===== src/rtl/acc_defs.svh =====
// Register offsets, field positions, reset values and timing constants
// Assumes a plain register port with word indices and one 40 MHz clock
`ifndef ACC_DEFS_SVH
`define ACC_DEFS_SVH
`define ACC_IDX_CTRL0 4'h0
`define ACC_IDX_CTRL1 4'h1
`define ACC_IDX_CTRL2 4'h2
`define ACC_IDX_STATUS 4'h3
`define ACC_IDX_IRQ_FLAGS 4'h4
`define ACC_IDX_IRQ_MASK 4'h5
`define ACC_BIT_ENABLE 15
`define ACC_BIT_PIN_DRIVE 14
`define ACC_BIT_INVERT 13
`define ACC_BIT_LEVEL 8
`define ACC_BIT_EDGE_HI 7
`define ACC_BIT_EDGE_LO 6
`define ACC_BIT_POS_SEL 4
`define ACC_BIT_NEG_HI 1
`define ACC_BIT_NEG_LO 0
`define ACC_BIT_STOP_IDLE 13
`define ACC_CTRL_WMASK 32'h0000_e0d3
`define ACC_CTRL_RESET 32'h0000_00c3
`define ACC_STATUS_WMASK 32'h0000_2000
`define ACC_SYNC_STAGES 3
`endif


===== src/rtl/acc_pkg.sv =====
// Types shared by the comparator control logic
// Assumes the constants header is included alongside
package acc_pkg;
   typedef enum logic [1:0] {
      ACC_EDGE_NONE,
      ACC_EDGE_RISE,
      ACC_EDGE_FALL,
      ACC_EDGE_BOTH
   } acc_edge_t;
   typedef enum logic [1:0] {
      ACC_NEG_PIN_B,
      ACC_NEG_PIN_C,
      ACC_NEG_PIN_D,
      ACC_NEG_ABS_REF
   } acc_neg_sel_t;
endpackage


===== src/rtl/acc_top.sv =====
// Control and event logic for three analog comparators
// Assumes raw results arrive asynchronously from the analog cores
`include "acc_defs.svh"
module acc_top #(
   parameter int NUM_CMP = 3
) (
   input wire logic sys_clk,
   input wire logic sys_rst,
   input wire logic [3:0] reg_addr,
   input wire logic [31:0] reg_wdata,
   input wire logic reg_wr,
   input wire logic reg_rd,
   output logic [31:0] reg_rdata,
   input wire logic idle_mode,
   input wire logic [NUM_CMP-1:0] raw_result,
   output logic [NUM_CMP-1:0] cmp_power_on,
   output logic [NUM_CMP-1:0] positive_input_select,
   output logic [2*NUM_CMP-1:0] negative_input_select,
   output logic [NUM_CMP-1:0] result_output_pin,
   output logic [NUM_CMP-1:0] result_output_pin_oe_n,
   output logic [NUM_CMP-1:0] cmp_event,
   output logic irq
);
   logic [31:0] ctrl_reg [NUM_CMP];
   logic [31:0] ctrl_next [NUM_CMP];
   logic stop_idle_reg, stop_idle_next;
   logic [NUM_CMP-1:0] flags_reg, flags_next;
   logic [NUM_CMP-1:0] mask_reg, mask_next;
   logic [31:0] rdata_reg, rdata_next;
   logic [NUM_CMP-1:0] s1_reg, s2_reg, s3_reg;
   logic [NUM_CMP-1:0] lvl_reg, lvl_next;
   logic [NUM_CMP-1:0] evt_reg, evt_next;
   logic [NUM_CMP-1:0] pon_reg, pon_next;
   logic [NUM_CMP-1:0] pos_reg, pos_next;
   logic [2*NUM_CMP-1:0] neg_reg, neg_next;
   logic [NUM_CMP-1:0] pin_reg, pin_next;
   logic [NUM_CMP-1:0] oen_reg, oen_next;
   logic irq_reg, irq_next;
   logic [NUM_CMP-1:0] active;

   always_ff @(posedge sys_clk) begin
      if (sys_rst) begin
         s1_reg <= '0;
         s2_reg <= '0;
         s3_reg <= '0;
      end else begin
         s1_reg <= raw_result;
         s2_reg <= s1_reg;
         s3_reg <= s2_reg;
      end
   end

   always_comb begin
      for (int i = 0; i < NUM_CMP; i++) begin
         active[i] = ctrl_reg[i][`ACC_BIT_ENABLE] &
                     ~(stop_idle_reg & idle_mode);
      end
   end

   always_comb begin
      lvl_next = lvl_reg;
      evt_next = '0;
      pon_next = active;
      for (int i = 0; i < NUM_CMP; i++) begin
         logic pol;
         logic lvl;
         acc_pkg::acc_edge_t edge_sel;
         pol = ctrl_reg[i][`ACC_BIT_INVERT];
         edge_sel = acc_pkg::acc_edge_t'(
            ctrl_reg[i][`ACC_BIT_EDGE_HI:`ACC_BIT_EDGE_LO]);
         lvl = 1'b0;
         // Level follows sync stages s2 and s3 only once they agree; an inactive comparator forces it low
         if (s2_reg[i] == s3_reg[i]) begin
            lvl = s3_reg[i] ^ pol;
         end else begin
            lvl = lvl_reg[i];
         end
         if (!active[i]) begin
            lvl = 1'b0;
         end
         lvl_next[i] = lvl;
         case (edge_sel)
            acc_pkg::ACC_EDGE_RISE: evt_next[i] = lvl & ~lvl_reg[i];
            acc_pkg::ACC_EDGE_FALL: evt_next[i] = ~lvl & lvl_reg[i];
            acc_pkg::ACC_EDGE_BOTH: evt_next[i] = lvl ^ lvl_reg[i];
            default: evt_next[i] = 1'b0;
         endcase
         if (!active[i]) begin
            evt_next[i] = 1'b0;
         end
         pos_next[i] = ctrl_reg[i][`ACC_BIT_POS_SEL];
         neg_next[2*i +: 2] =
            ctrl_reg[i][`ACC_BIT_NEG_HI:`ACC_BIT_NEG_LO];
         pin_next[i] = lvl & ctrl_reg[i][`ACC_BIT_PIN_DRIVE];
         oen_next[i] = ~(ctrl_reg[i][`ACC_BIT_PIN_DRIVE] & active[i]);
      end
   end

   always_ff @(posedge sys_clk) begin
      if (sys_rst) begin
         lvl_reg <= '0;
         evt_reg <= '0;
         pon_reg <= '0;
         pos_reg <= '0;
         neg_reg <= '1;
         pin_reg <= '0;
         oen_reg <= '1;
      end else begin
         lvl_reg <= lvl_next;
         evt_reg <= evt_next;
         pon_reg <= pon_next;
         pos_reg <= pos_next;
         neg_reg <= neg_next;
         pin_reg <= pin_next;
         oen_reg <= oen_next;
      end
   end

   // Register file and interrupt logic
   always_comb begin
      for (int i = 0; i < NUM_CMP; i++) begin
         ctrl_next[i] = ctrl_reg[i];
      end
      stop_idle_next = stop_idle_reg;
      mask_next = mask_reg;
      flags_next = flags_reg;
      rdata_next = '0;
      if (reg_wr) begin
         for (int i = 0; i < NUM_CMP; i++) begin
            if (reg_addr == 4'(i)) begin
               ctrl_next[i] = reg_wdata & `ACC_CTRL_WMASK;
            end
         end
         case (reg_addr)
            `ACC_IDX_STATUS: stop_idle_next = reg_wdata[`ACC_BIT_STOP_IDLE];
            `ACC_IDX_IRQ_FLAGS: flags_next = flags_reg &
                                            ~reg_wdata[NUM_CMP-1:0];
            `ACC_IDX_IRQ_MASK: mask_next = reg_wdata[NUM_CMP-1:0];
            default: ;
         endcase
      end
      // Hardware set wins over software clear
      flags_next = flags_next | evt_reg;
      if (reg_rd) begin
         case (reg_addr)
            `ACC_IDX_CTRL0, `ACC_IDX_CTRL1, `ACC_IDX_CTRL2: begin
               rdata_next = ctrl_reg[reg_addr[1:0]];
               rdata_next[`ACC_BIT_LEVEL] = lvl_reg[reg_addr[1:0]];
            end
            `ACC_IDX_STATUS: begin
               rdata_next[`ACC_BIT_STOP_IDLE] = stop_idle_reg;
               rdata_next[NUM_CMP-1:0] = lvl_reg;
            end
            `ACC_IDX_IRQ_FLAGS: rdata_next[NUM_CMP-1:0] = flags_reg;
            `ACC_IDX_IRQ_MASK: rdata_next[NUM_CMP-1:0] = mask_reg;
            default: rdata_next = '0;
         endcase
      end
      irq_next = |(flags_next & mask_next);
   end

   always_ff @(posedge sys_clk) begin
      if (sys_rst) begin
         for (int i = 0; i < NUM_CMP; i++) begin
            ctrl_reg[i] <= `ACC_CTRL_RESET;
         end
         stop_idle_reg <= 1'b0;
         mask_reg <= '0;
         flags_reg <= '0;
         rdata_reg <= '0;
         irq_reg <= 1'b0;
      end else begin
         for (int i = 0; i < NUM_CMP; i++) begin
            ctrl_reg[i] <= ctrl_next[i];
         end
         stop_idle_reg <= stop_idle_next;
         mask_reg <= mask_next;
         flags_reg <= flags_next;
         rdata_reg <= rdata_next;
         irq_reg <= irq_next;
      end
   end

   assign reg_rdata = rdata_reg;
   assign cmp_power_on = pon_reg;
   assign positive_input_select = pos_reg;
   assign negative_input_select = neg_reg;
   assign result_output_pin = pin_reg;
   assign result_output_pin_oe_n = oen_reg;
   assign cmp_event = evt_reg;
   assign irq = irq_reg;
endmodule // acc_top


===== config.mk =====
export PLATFORM = sky130hd
export DESIGN_NAME = acc_top
export DESIGN_NICKNAME = d
export VERILOG_FILES = /design/src/rtl/acc_pkg.sv /design/src/rtl/acc_top.sv
export VERILOG_INCLUDE_DIRS = /design/src /design/src/rtl
export SDC_FILE = /design/constraint.sdc
export NUM_CORES = 1
export LEC_CHECK = 0
export ABC_AREA = 1
export BUFFER_PORTS_ARGS = -buffer_cell sky130_fd_sc_hd__buf_2
export CAP_MARGIN = 10
export CORE_ASPECT_RATIO = 0.6
export CORE_MARGIN = 5
export CORE_UTILIZATION = 46
export DETAILED_ROUTE_END_ITERATION = 6
export PLACE_DENSITY = 0.76
export SKIP_CTS_REPAIR_TIMING = 1
export SLEW_MARGIN = 30
export SYNTH_ARGS = -nofsm -noshare
export SYNTH_HDL_FRONTEND = slang
export SYNTH_SLANG_ARGS = --single-unit

===== constraint.sdc =====
create_clock -name sys_clk -period 1.5 [get_ports sys_clk]
set_input_delay 0.15 -clock sys_clk [delete_from_list [all_inputs] [get_ports sys_clk]]
set_output_delay 0.15 -clock sys_clk [all_outputs]
set_load 0.02 [all_outputs]

### Yosys cells after proc, flatten, opt, wreduce, memory -nomap -nowiden

Memory sizes are Yosys's and may differ from the RTL's.
Index checks and enable logic that the tools add are counted.
Widths: inputs -> output; s select.

* muxes and demuxes: 27
* reductions and logical operators: 9
* $lt $le $gt $ge: 1
* equality and inequality tests: 17
* bitwise gates (word level): 44

Operators by type and width (count)
* $mux 32: 6
* $mux 96: 1
* $and 1x1->1: 16
* $not 1->1: 15
* $eq 2x2->1 const B: 6
* $mux 3: 4
* $pmux 3 s4: 1
* $mux 1: 10
* $pmux 1 s3: 3
* $reduce_or 3->1: 3
* $eq 4x2->1 const B: 2
* $eq 4x3->1 const B: 2
* $reduce_or 2->1: 4
* $and 3x3->3: 2
* $eq 2x1->1 const B: 3
* $xor 1x1->1: 6
* $eq 4x1->1 const B: 1
* $logic_not 4->1: 1
* $eq 1x1->1: 3
* $lt 2x3->1 const B: 1
* $not 3->3: 1
* $or 1x1->1: 3
* $or 3x3->3: 1
* $bmux 1 s2: 1
* other kinds (2): 2

* memory bits (writable): 96
* input port bits: 44
* memories: 1
* register bits after elaboration: 73

Memories
* ctrl_reg: words 3, bits a word 32, rd ports 4, clocked after Yosys merged registers in 0, write ports 3, line acc_top.sv:24 `logic [31:0] ctrl_reg [NUM_CMP];`

### Longest topological paths before layout

Gate-level depths: netlist of the first run.

* depth after elaboration: 7
* depth in mapped cells: 9
* mapped depth without buffers: 9

### Worst setup path after synthesis of the first run

No wires, ideal clock.

* path type: register -> register
* from: register s2_reg[1]
* to: register evt_reg[1], in the netlist cmp_event[1]
* library setup time: 0.078 ns
* period minus slack after synthesis: 1.452 ns
* path slack: 0.048 ns
* arrival: 1.374 ns
* buffers on the path: 0
* stages on the path, launching flop included: 10
* path through: dfxtp_1 nand2_1 nand2_1 nor2_1 a211oi_1 nor2_1 ha_1 nand3_1 o21ai_0 nor3_1

* word-level cells in the longest chain between the ends: 6

RTL lines
* start: declaration: line acc_top.sv:30 `logic [NUM_CMP-1:0] s1_reg, s2_reg, s3_reg;`
* start signal: assignment: line acc_top.sv:48 `s2_reg <= s1_reg;`
* $eq 1x1->1 (*): line acc_top.sv:73 `if (s2_reg[i] == s3_reg[i]) begin`
* $mux 1 (*): line acc_top.sv:73
* $mux 1 (*): line acc_top.sv:78 `if (!active[i]) begin`
* named net lvl_next[1]: line acc_top.sv:31 `logic [NUM_CMP-1:0] lvl_reg, lvl_next;`
* $not 1->1: line acc_top.sv:84 `acc_pkg::ACC_EDGE_FALL: evt_next[i] = ~lvl & lvl_reg[i];`
* $and 1x1->1: line acc_top.sv:84
* $pmux 1 s3 (*): line acc_top.sv:82 `case (edge_sel)`
* end signal: assignment: line acc_top.sv:110 `evt_reg <= evt_next;`
* end: declaration: line acc_top.sv:32 `logic [NUM_CMP-1:0] evt_reg, evt_next;`

Mark *: on every way through the listed nets, which the timed path passes. The rest lies on a longest branch.
A chain may end at the register's enable or synchronous reset.

### Worst setup path in the final report of the first run

* from: register s2_reg[0]
* to: register evt_reg[0], in the netlist cmp_event[0]

Same word-level chain as after synthesis.

==> metrics.md, run 1 <==
| Metric | Value |
|---|---|
| Fin crit share | `101%` |
| Final Instance Area | `3760 µm²` |
| R2R cell count | `8` |
| DP Wirelength | `5780 µm` |
| Max reg flops | `24` |
| Cells after synthesis | `401` |
| Async set-reset flop share out of synthesis | `0%` |
| Synth Register Bits | `75` |
| Via density | `4.79` |
| Commonest cells in the netlist | `dfxtp_1, nand2_1, inv_1, nor2_1, a21oi_1` |
| Setup CP Type | `register to register` |
| Post-synth top area share | `48.2%` |
| Failing checks | `setup timing` |
| Critical Path AT | `1.76 ns` |
| Adder-Cell Fraction of Synth Area | `2.41%` |
| Htree depth | `3` |
| Internal reg-to-reg setup slack | `-0.02 ns` |
| Setup TNS | `-0.0165 ns` |
| Worst slack, placed | `-0.102 ns` |
| Startpoint Class | `register` |
| Gr usage total | `18.9%` |
| Initial DRT Pass Iterations | `5` |
| Worst r2r dst | `cmp_event[0]` |
| Pwr/cell area | `1170 nW/µm²` |
| Syn. warnings | `0` |
| Cell internal pwr | `3.38 mW` |
| Layout Nets | `515` |
| RSZ-0062 raised after global routing | `yes` |
| GR Overflow Total | `0` |
| Hold Path Class | `input pin to register` |
| Core Area | `6620 µm²` |
| Setup ws final | `-0.0165 ns` |
| Outcome | `complete, but fails checks` |
| Clock skew | `0.00712 ns` |
| First-pass GRT wire length | `12100 µm` |
| Max Clk Rate | `659 MHz` |
| Die Width | `116 µm` |
| Placer Congestion | `0.970` |
| Max cap viols | `0` |
| Dpl cell area | `3420 µm²` |
| Die area | `8570 µm²` |
| Clk pin slew, worst setup/hold paths | `0.05 ns` |
| Die Y | `73.7 µm` |
| Worst-path fanout max | `3` |
| Avg Inst Size Synth | `7.77 µm²` |
| Total power | `4.40 mW` |
| Most numerous cell in the Yosys netlist | `dfxtp_1` |
| Worst Hold Depth | `3` |
| Initial Util | `47.1%` |
| Sw Share | `23.1%` |
| Synth top area cells | `dfxtp_1, nand2_1, inv_1` |
| Layout area overhead | `20.7%` |
| Clk root buf | `clkbuf_16` |
| Final ANT Viol Nets | `0` |
| Final setup viols | `1` |
| Synth unique cells | `28` |
| Initial antenna violation count | `0` |
| Synth Area in Compound Gates | `12.7%` |
| Hold EP | `s1_reg[0]` |
| Ant diodes | `0` |
| Worst hold slack | `0.0206 ns` |
| RR Startpoint | `s2_reg[0]` |
| Sequential Power Share | `46.5%` |
| Top FF cell, synth | `dfxtp_1` |
| Max-slew violations | `0` |
| Critical Path End Type | `register` |
| WL/cell | `14.2 µm` |
| Leakage | `1.86 nW` |
| Row count | `23` |
| Pin count of the biggest net entering global routing | `31` |
| XOR/XNOR share of the synthesized area | `0%` |
| Synth area leader | `dfxtp_1` |
| Via count | `2666` |
| Min-delay src | `raw_result[0]` |
| CTS tree | `yes` |
| Drt initial violations | `135` |
| Share of cells above drive strength 1 | `25.2%` |
| Seq/Total Area, Yosys | `48.2%` |
| Clk sink count | `75` |
| VDD IR max | `594 µV` |
| Clk pwr share | `46.6%` |
| Total CTS buffers | `9` |
| Gate power share | `6.9%` |
| Vias in the first global route | `2535` |
| Number of flops mapped to enable cells by yosys | `0` |
| Worst Path Required | `1.74 ns` |
| NetSw | `1.02 mW` |
| Post-synthesis mux area share | `0%` |
| Main combinational cell family by area after synthesis | `simple AND/OR/NAND/NOR gates` |
| I/O Buffers | `52` |
| Worst-Skew Late Latency | `0.33 ns` |
| Simple-gate share of the synthesized area | `21.4%` |
| Mapped Area | `3120 µm²` |
| I/O Pins | `98` |
| Final hold vios | `0` |
| CTS Buffer Depth | `2` |
| Post-layout min period | `1.52 ns` |
| # DRC | `0` |
| Detailed Route WL | `7910 µm` |
## kinds of logic after synthesis
family / Yosys count
AO/OA/AOI/OAI: 71
adder cells (fa/ha/maj): 6
buffers and inverters: 100
flip-flops: 75
other: 1
AND/OR/NAND/NOR: 148
## final cells by class
type / count / area (µm²)
flip-flops and latches: 75 / 1510
clock buffers: 12 / 236
multi-input cells: 247 / 1260
well taps: 87 / 109
repair buffers: 62 / 335
fillers: 631 / 2860
clock inverters: 3 / 40.0
inverters: 70 / 268
## cells in the final DEF, fill, tap and decap left out, drive strengths merged, types with 4 or more instances in the layout
| master | synthesis | routed |
|---|---|---|
| o22ai | 4 | 4 |
| inv | 70 | 70 |
| o211ai | 10 | 10 |
| conb | 1 | 22 |
| nand2 | 72 | 72 |
| a21oi | 26 | 26 |
| ha | 6 | 6 |
| clkbuf | 3 | 12 |
| dfxtp | 75 | 75 |
| nand3 | 20 | 20 |
| nor2 | 53 | 53 |
| buf | 27 | 62 |
| o21ai | 27 | 27 |
## metal layers
metal | part of all wire (%) | vias up | wire length, µm | global-route usage [%]
met1 | 46 | 1217 | 3620 | 25.1
met5 | 0 | - | 0 | 0
li1 | - | 1347 | - | -
met2 | 43 | 95 | 3420 | 26.9
met4 | 0.86 | 0 | 68 | 6.31
met3 | 10 | 7 | 794 | 8.97
## worst max-delay path, cell delays in order, from the launching register on
cell and delay, ns:
dfxtp_2 0.33, nor2_2 0.13, inv_1 0.06, a31oi_2 0.21, nor2_2 0.07, ha_1 0.29, nand3_1 0.10, o21ai_2 0.08
nor3_2 0.16
## power groups by stage
stage | Combinational [mW] | Clock (mW) | Sequential (mW)
6_report | 0.304 | 2.05 | 2.05
5_1_grt | 0.336 | 2.17 | 2.05
4_1_cts | 0.291 | 2.07 | 2.04
3_5_place_dp | 0.290 | 0 | 2.08
3_3_place_gp | 0.285 | 0 | 2.08
2_1_floorplan | 0.238 | 0 | 2.09
## worst max-delay path by stage
| stage | startpoint | to | slack (ns) |
|---|---|---|---|
| floorplan | s2_reg[1] | cmp_event[1] | 0.05 |
| global placement | s2_reg[1] | cmp_event[1] | 0.01 |
| detailed placement | s2_reg[0] | cmp_event[0] | -0.10 |
| CTS | s2_reg[0] | cmp_event[0] | -0.15 |
| global route | s2_reg[0] | cmp_event[0] | -0.17 |
| finish | s2_reg[0] | cmp_event[0] | -0.02 |
## metrics by stage
stage / cells / utilization, %
after floorplan: 422 / -
after global placement: 539 / 51.6
after detailed placement: 539 / 51.6
after CTS: 554 / 55.8
after global routing: 556 / 56.8
final: 556 / 56.8
No activity file was read; power rests on OpenSTA's default activity.
==> run 2: changes to the inputs <==
--- a/config.mk
+++ b/config.mk
@@ -6,14 +6,13 @@
 export SDC_FILE = /design/constraint.sdc
 export NUM_CORES = 1
 export LEC_CHECK = 0
-export ABC_AREA = 1
 export BUFFER_PORTS_ARGS = -buffer_cell sky130_fd_sc_hd__buf_2
 export CAP_MARGIN = 10
 export CORE_ASPECT_RATIO = 0.6
 export CORE_MARGIN = 5
-export CORE_UTILIZATION = 46
+export CORE_UTILIZATION = 45
 export DETAILED_ROUTE_END_ITERATION = 6
-export PLACE_DENSITY = 0.76
+export PLACE_DENSITY = 0.75
 export SKIP_CTS_REPAIR_TIMING = 1
 export SLEW_MARGIN = 30
 export SYNTH_ARGS = -nofsm -noshare
==> constraint.sdc (replaced) <==
create_clock -name sys_clk -period 1.5 [get_ports sys_clk]
set_input_delay 0.225 -clock sys_clk [delete_from_list [all_inputs] [get_ports sys_clk]]
set_output_delay 0.225 -clock sys_clk [all_outputs]
set_load 0.02 [all_outputs]
==> metrics.md, run 2 <==
| Metric | Value |
|---|---|
| Cells after synthesis | `319` |
| Hold Path Class | `input pin to register` |
| Commonest cells in the netlist | `dfxtp_1, nor2_1, mux2i_1, nand2_1, buf_4` |
| NetSw | `977 µW` |
| Htree depth | `3` |
| Via count | `2449` |
| Setup CP Type | `register to register` |
| Total CTS buffers | `9` |
| Ant diodes | `0` |
| CTS Buffer Depth | `2` |
| Clk sink count | `75` |
| Max-slew violations | `0` |
| Worst-path fanout max | `4` |
| Vias in the first global route | `2266` |
| Commonest non-fill, non-tap cell in the layout | `dfxtp_1` |
| Multi-input gate area | `1430 µm²` |
| Clock skew | `0.00833 ns` |
| Synth area leader | `dfxtp_1` |
| Sequential Power Share | `48.1%` |
| Max reg flops | `24` |
| Layout Nets | `451` |
| DP Wirelength | `5590 µm` |
| Cell internal pwr | `3.26 mW` |
| Worst hold slack | `0.108 ns` |
| Clk root buf | `clkbuf_16` |
| Async set-reset flop share out of synthesis | `0%` |
| Fin crit share | `111%` |
| Synth top area cells | `dfxtp_1, mux2i_1, buf_4` |
| Die area | `8670 µm²` |
| Most frequent cells in the layout | `dfxtp_1, buf_2, nor2_1` |
| Synth unique cells | `41` |
| Placer Congestion | `0.882` |
| Critical Path End Type | `register` |
| RSZ-0062 raised after global routing | `yes` |
| Gate power share | `6.5%` |
| Initial antenna violation count | `0` |
| Drt initial violations | `172` |
| WL/cell | `14.7 µm` |
| Leakage | `1.79 nW` |
| Mapped Area | `3090 µm²` |
| Max Clk Rate | `602 MHz` |
| Pin count of the biggest net entering global routing | `19` |
| I/O Buffers | `52` |
| Startpoint Class | `register` |
| Row count | `23` |
| First-pass GRT wire length | `11200 µm` |
| Non-Filler Instances | `492` |
| GR Overflow Total | `0` |
| Layout area overhead | `25.0%` |
| Failing checks | `setup timing` |
| CTS tree | `yes` |
| Pwr/cell area | `1100 nW/µm²` |
| VDD IR max | `872 µV` |
| Clk pin slew, worst setup/hold paths | `0.05 ns` |
| Initial Util | `46.3%` |
| Clk pwr share | `45.4%` |
| Setup ws final | `-0.161 ns` |
| Gr usage total | `17.7%` |
| Initial DRT Pass Iterations | `4` |
| Number of flops mapped to enable cells by yosys | `0` |
| Syn. warnings | `0` |
| Post-synth top area share | `48.6%` |
| Avg Inst Size Synth | `9.68 µm²` |
| Core Area | `6680 µm²` |
| Filler instances | `603` |
| Die Width | `117 µm` |
| Worst Path Required | `1.75 ns` |
| Register Area | `1510 µm²` |
| Worst-Skew Late Latency | `0.34 ns` |
| Dpl cells | `478` |
| Detailed Route WL | `7240 µm` |
| Critical Path AT | `1.91 ns` |
| I/O Pins | `98` |
| Setup TNS | `-0.351 ns` |
| Max cap viols | `0` |
| Outcome | `complete, but fails checks` |
| Most numerous cell in the Yosys netlist | `dfxtp_1` |
| Post-layout min period | `1.66 ns` |
| Seq/Total Area, Yosys | `48.6%` |
| Via density | `4.98` |
| Top FF cell, synth | `dfxtp_1` |
| # DRC | `0` |
| Final ANT Viol Nets | `0` |
| Final hold vios | `0` |
| Final setup viols | `3` |
| Sw Share | `23.1%` |
| Share of cells above drive strength 1 | `30.1%` |
| Synth Register Bits | `75` |
| Die Y | `74.2 µm` |
run 2: changes by cell type after synthesis, sizes merged, moves of 6 or more:
| cell | before | now |
|---|---|---|
| inv | 70 | 15 |
| o211ai | 10 | 4 |
| or2 | 0 | 6 |
| a21oi | 26 | 14 |
| o21ai | 27 | 3 |
| nand3 | 20 | 6 |
| nor2 | 53 | 39 |
| nand2 | 72 | 25 |
| mux2i | 0 | 37 |
| nor2b | 0 | 18 |
run 2: metal layers:
metal | GRT usage (%) | vias up | part of all wire, %
met1 | 23.3 | 1145 | 46
met4 | 7.89 | 0 | 2.3
met3 | 6.75 | 14 | 7.9
met2 | 26.1 | 93 | 44
met5 | 0 | - | 0
li1 | - | 1197 | -
run 2: power groups by stage:
| stage | Clock (mW) | Sequential, mW | Combinational [mW] |
|---|---|---|---|
| 6_report | 1.92 | 2.04 | 0.275 |
| 5_1_grt | 2.06 | 2.04 | 0.300 |
| 4_1_cts | 1.97 | 2.03 | 0.270 |
| 3_5_place_dp | 0 | 2.08 | 0.268 |
| 3_3_place_gp | 0 | 2.07 | 0.265 |
| 2_1_floorplan | 0 | 2.08 | 0.205 |
run 2: area by class of cell:
class                      instances  share of cell area (%)
sequential                        75                    39.1
multi-input combinational        218                    37.0
timing repair buffer              82                    12.6
clock buffer                      10                    6.19
tap                               87                    2.82
inverter                          15                    1.46
clock inverter                     5                   0.778
run 2: path summary, 6_finish.rpt:
kind / start / to / slack, ns / cells after the start
max: s2_reg[2] / cmp_event[2] / -0.16 / 8
min: raw_result[1] / s1_reg[1] / 0.11 / 2
max reg2reg: s2_reg[2] / cmp_event[2] / -0.16 / 8
min reg2reg: ctrl_reg[1][14] / result_output_pin_oe_n[1] / 0.43 / 1
run 2: per-stage QoR:
| stage | setup WS (ns) | power (mW) | cell area [µm²] | utilization [%] |
|---|---|---|---|---|
| detailed placement | -0.179 | 2.34 | 3560 | 53.3 |
| CTS | -0.191 | 4.28 | 3830 | 57.3 |
| global route | -0.267 | 4.40 | 3860 | 57.8 |
| floorplan | -0.0291 | 2.28 | 3170 | - |
| global placement | -0.116 | 2.34 | 3560 | 53.3 |
| finish | -0.161 | 4.23 | 3860 | 57.8 |
run 2: logic make-up (layout without fill, tap and decap cells):
family / count (synthesis) / after routing / synth area share (%)
mux: 39 / 39 / 13.2
other cells: 1 / 22 / 0.121
simple gates: 111 / 111 / 18.2
flops: 75 / 75 / 48.6
buf+inv: 47 / 112 / 8.75
compound gates: 39 / 39 / 8.31
fa+ha+maj: 7 / 7 / 2.76
run 2: critical path, cell delays in order, from the launching register on:
cell and delay, ns:
dfxtp_4 0.37, nor2_4 0.04, o211ai_1 0.20, o31ai_2 0.11, and3_1 0.15, ha_1 0.28
mux2i_1 0.14, a21oi_1 0.08, nor2b_1 0.19
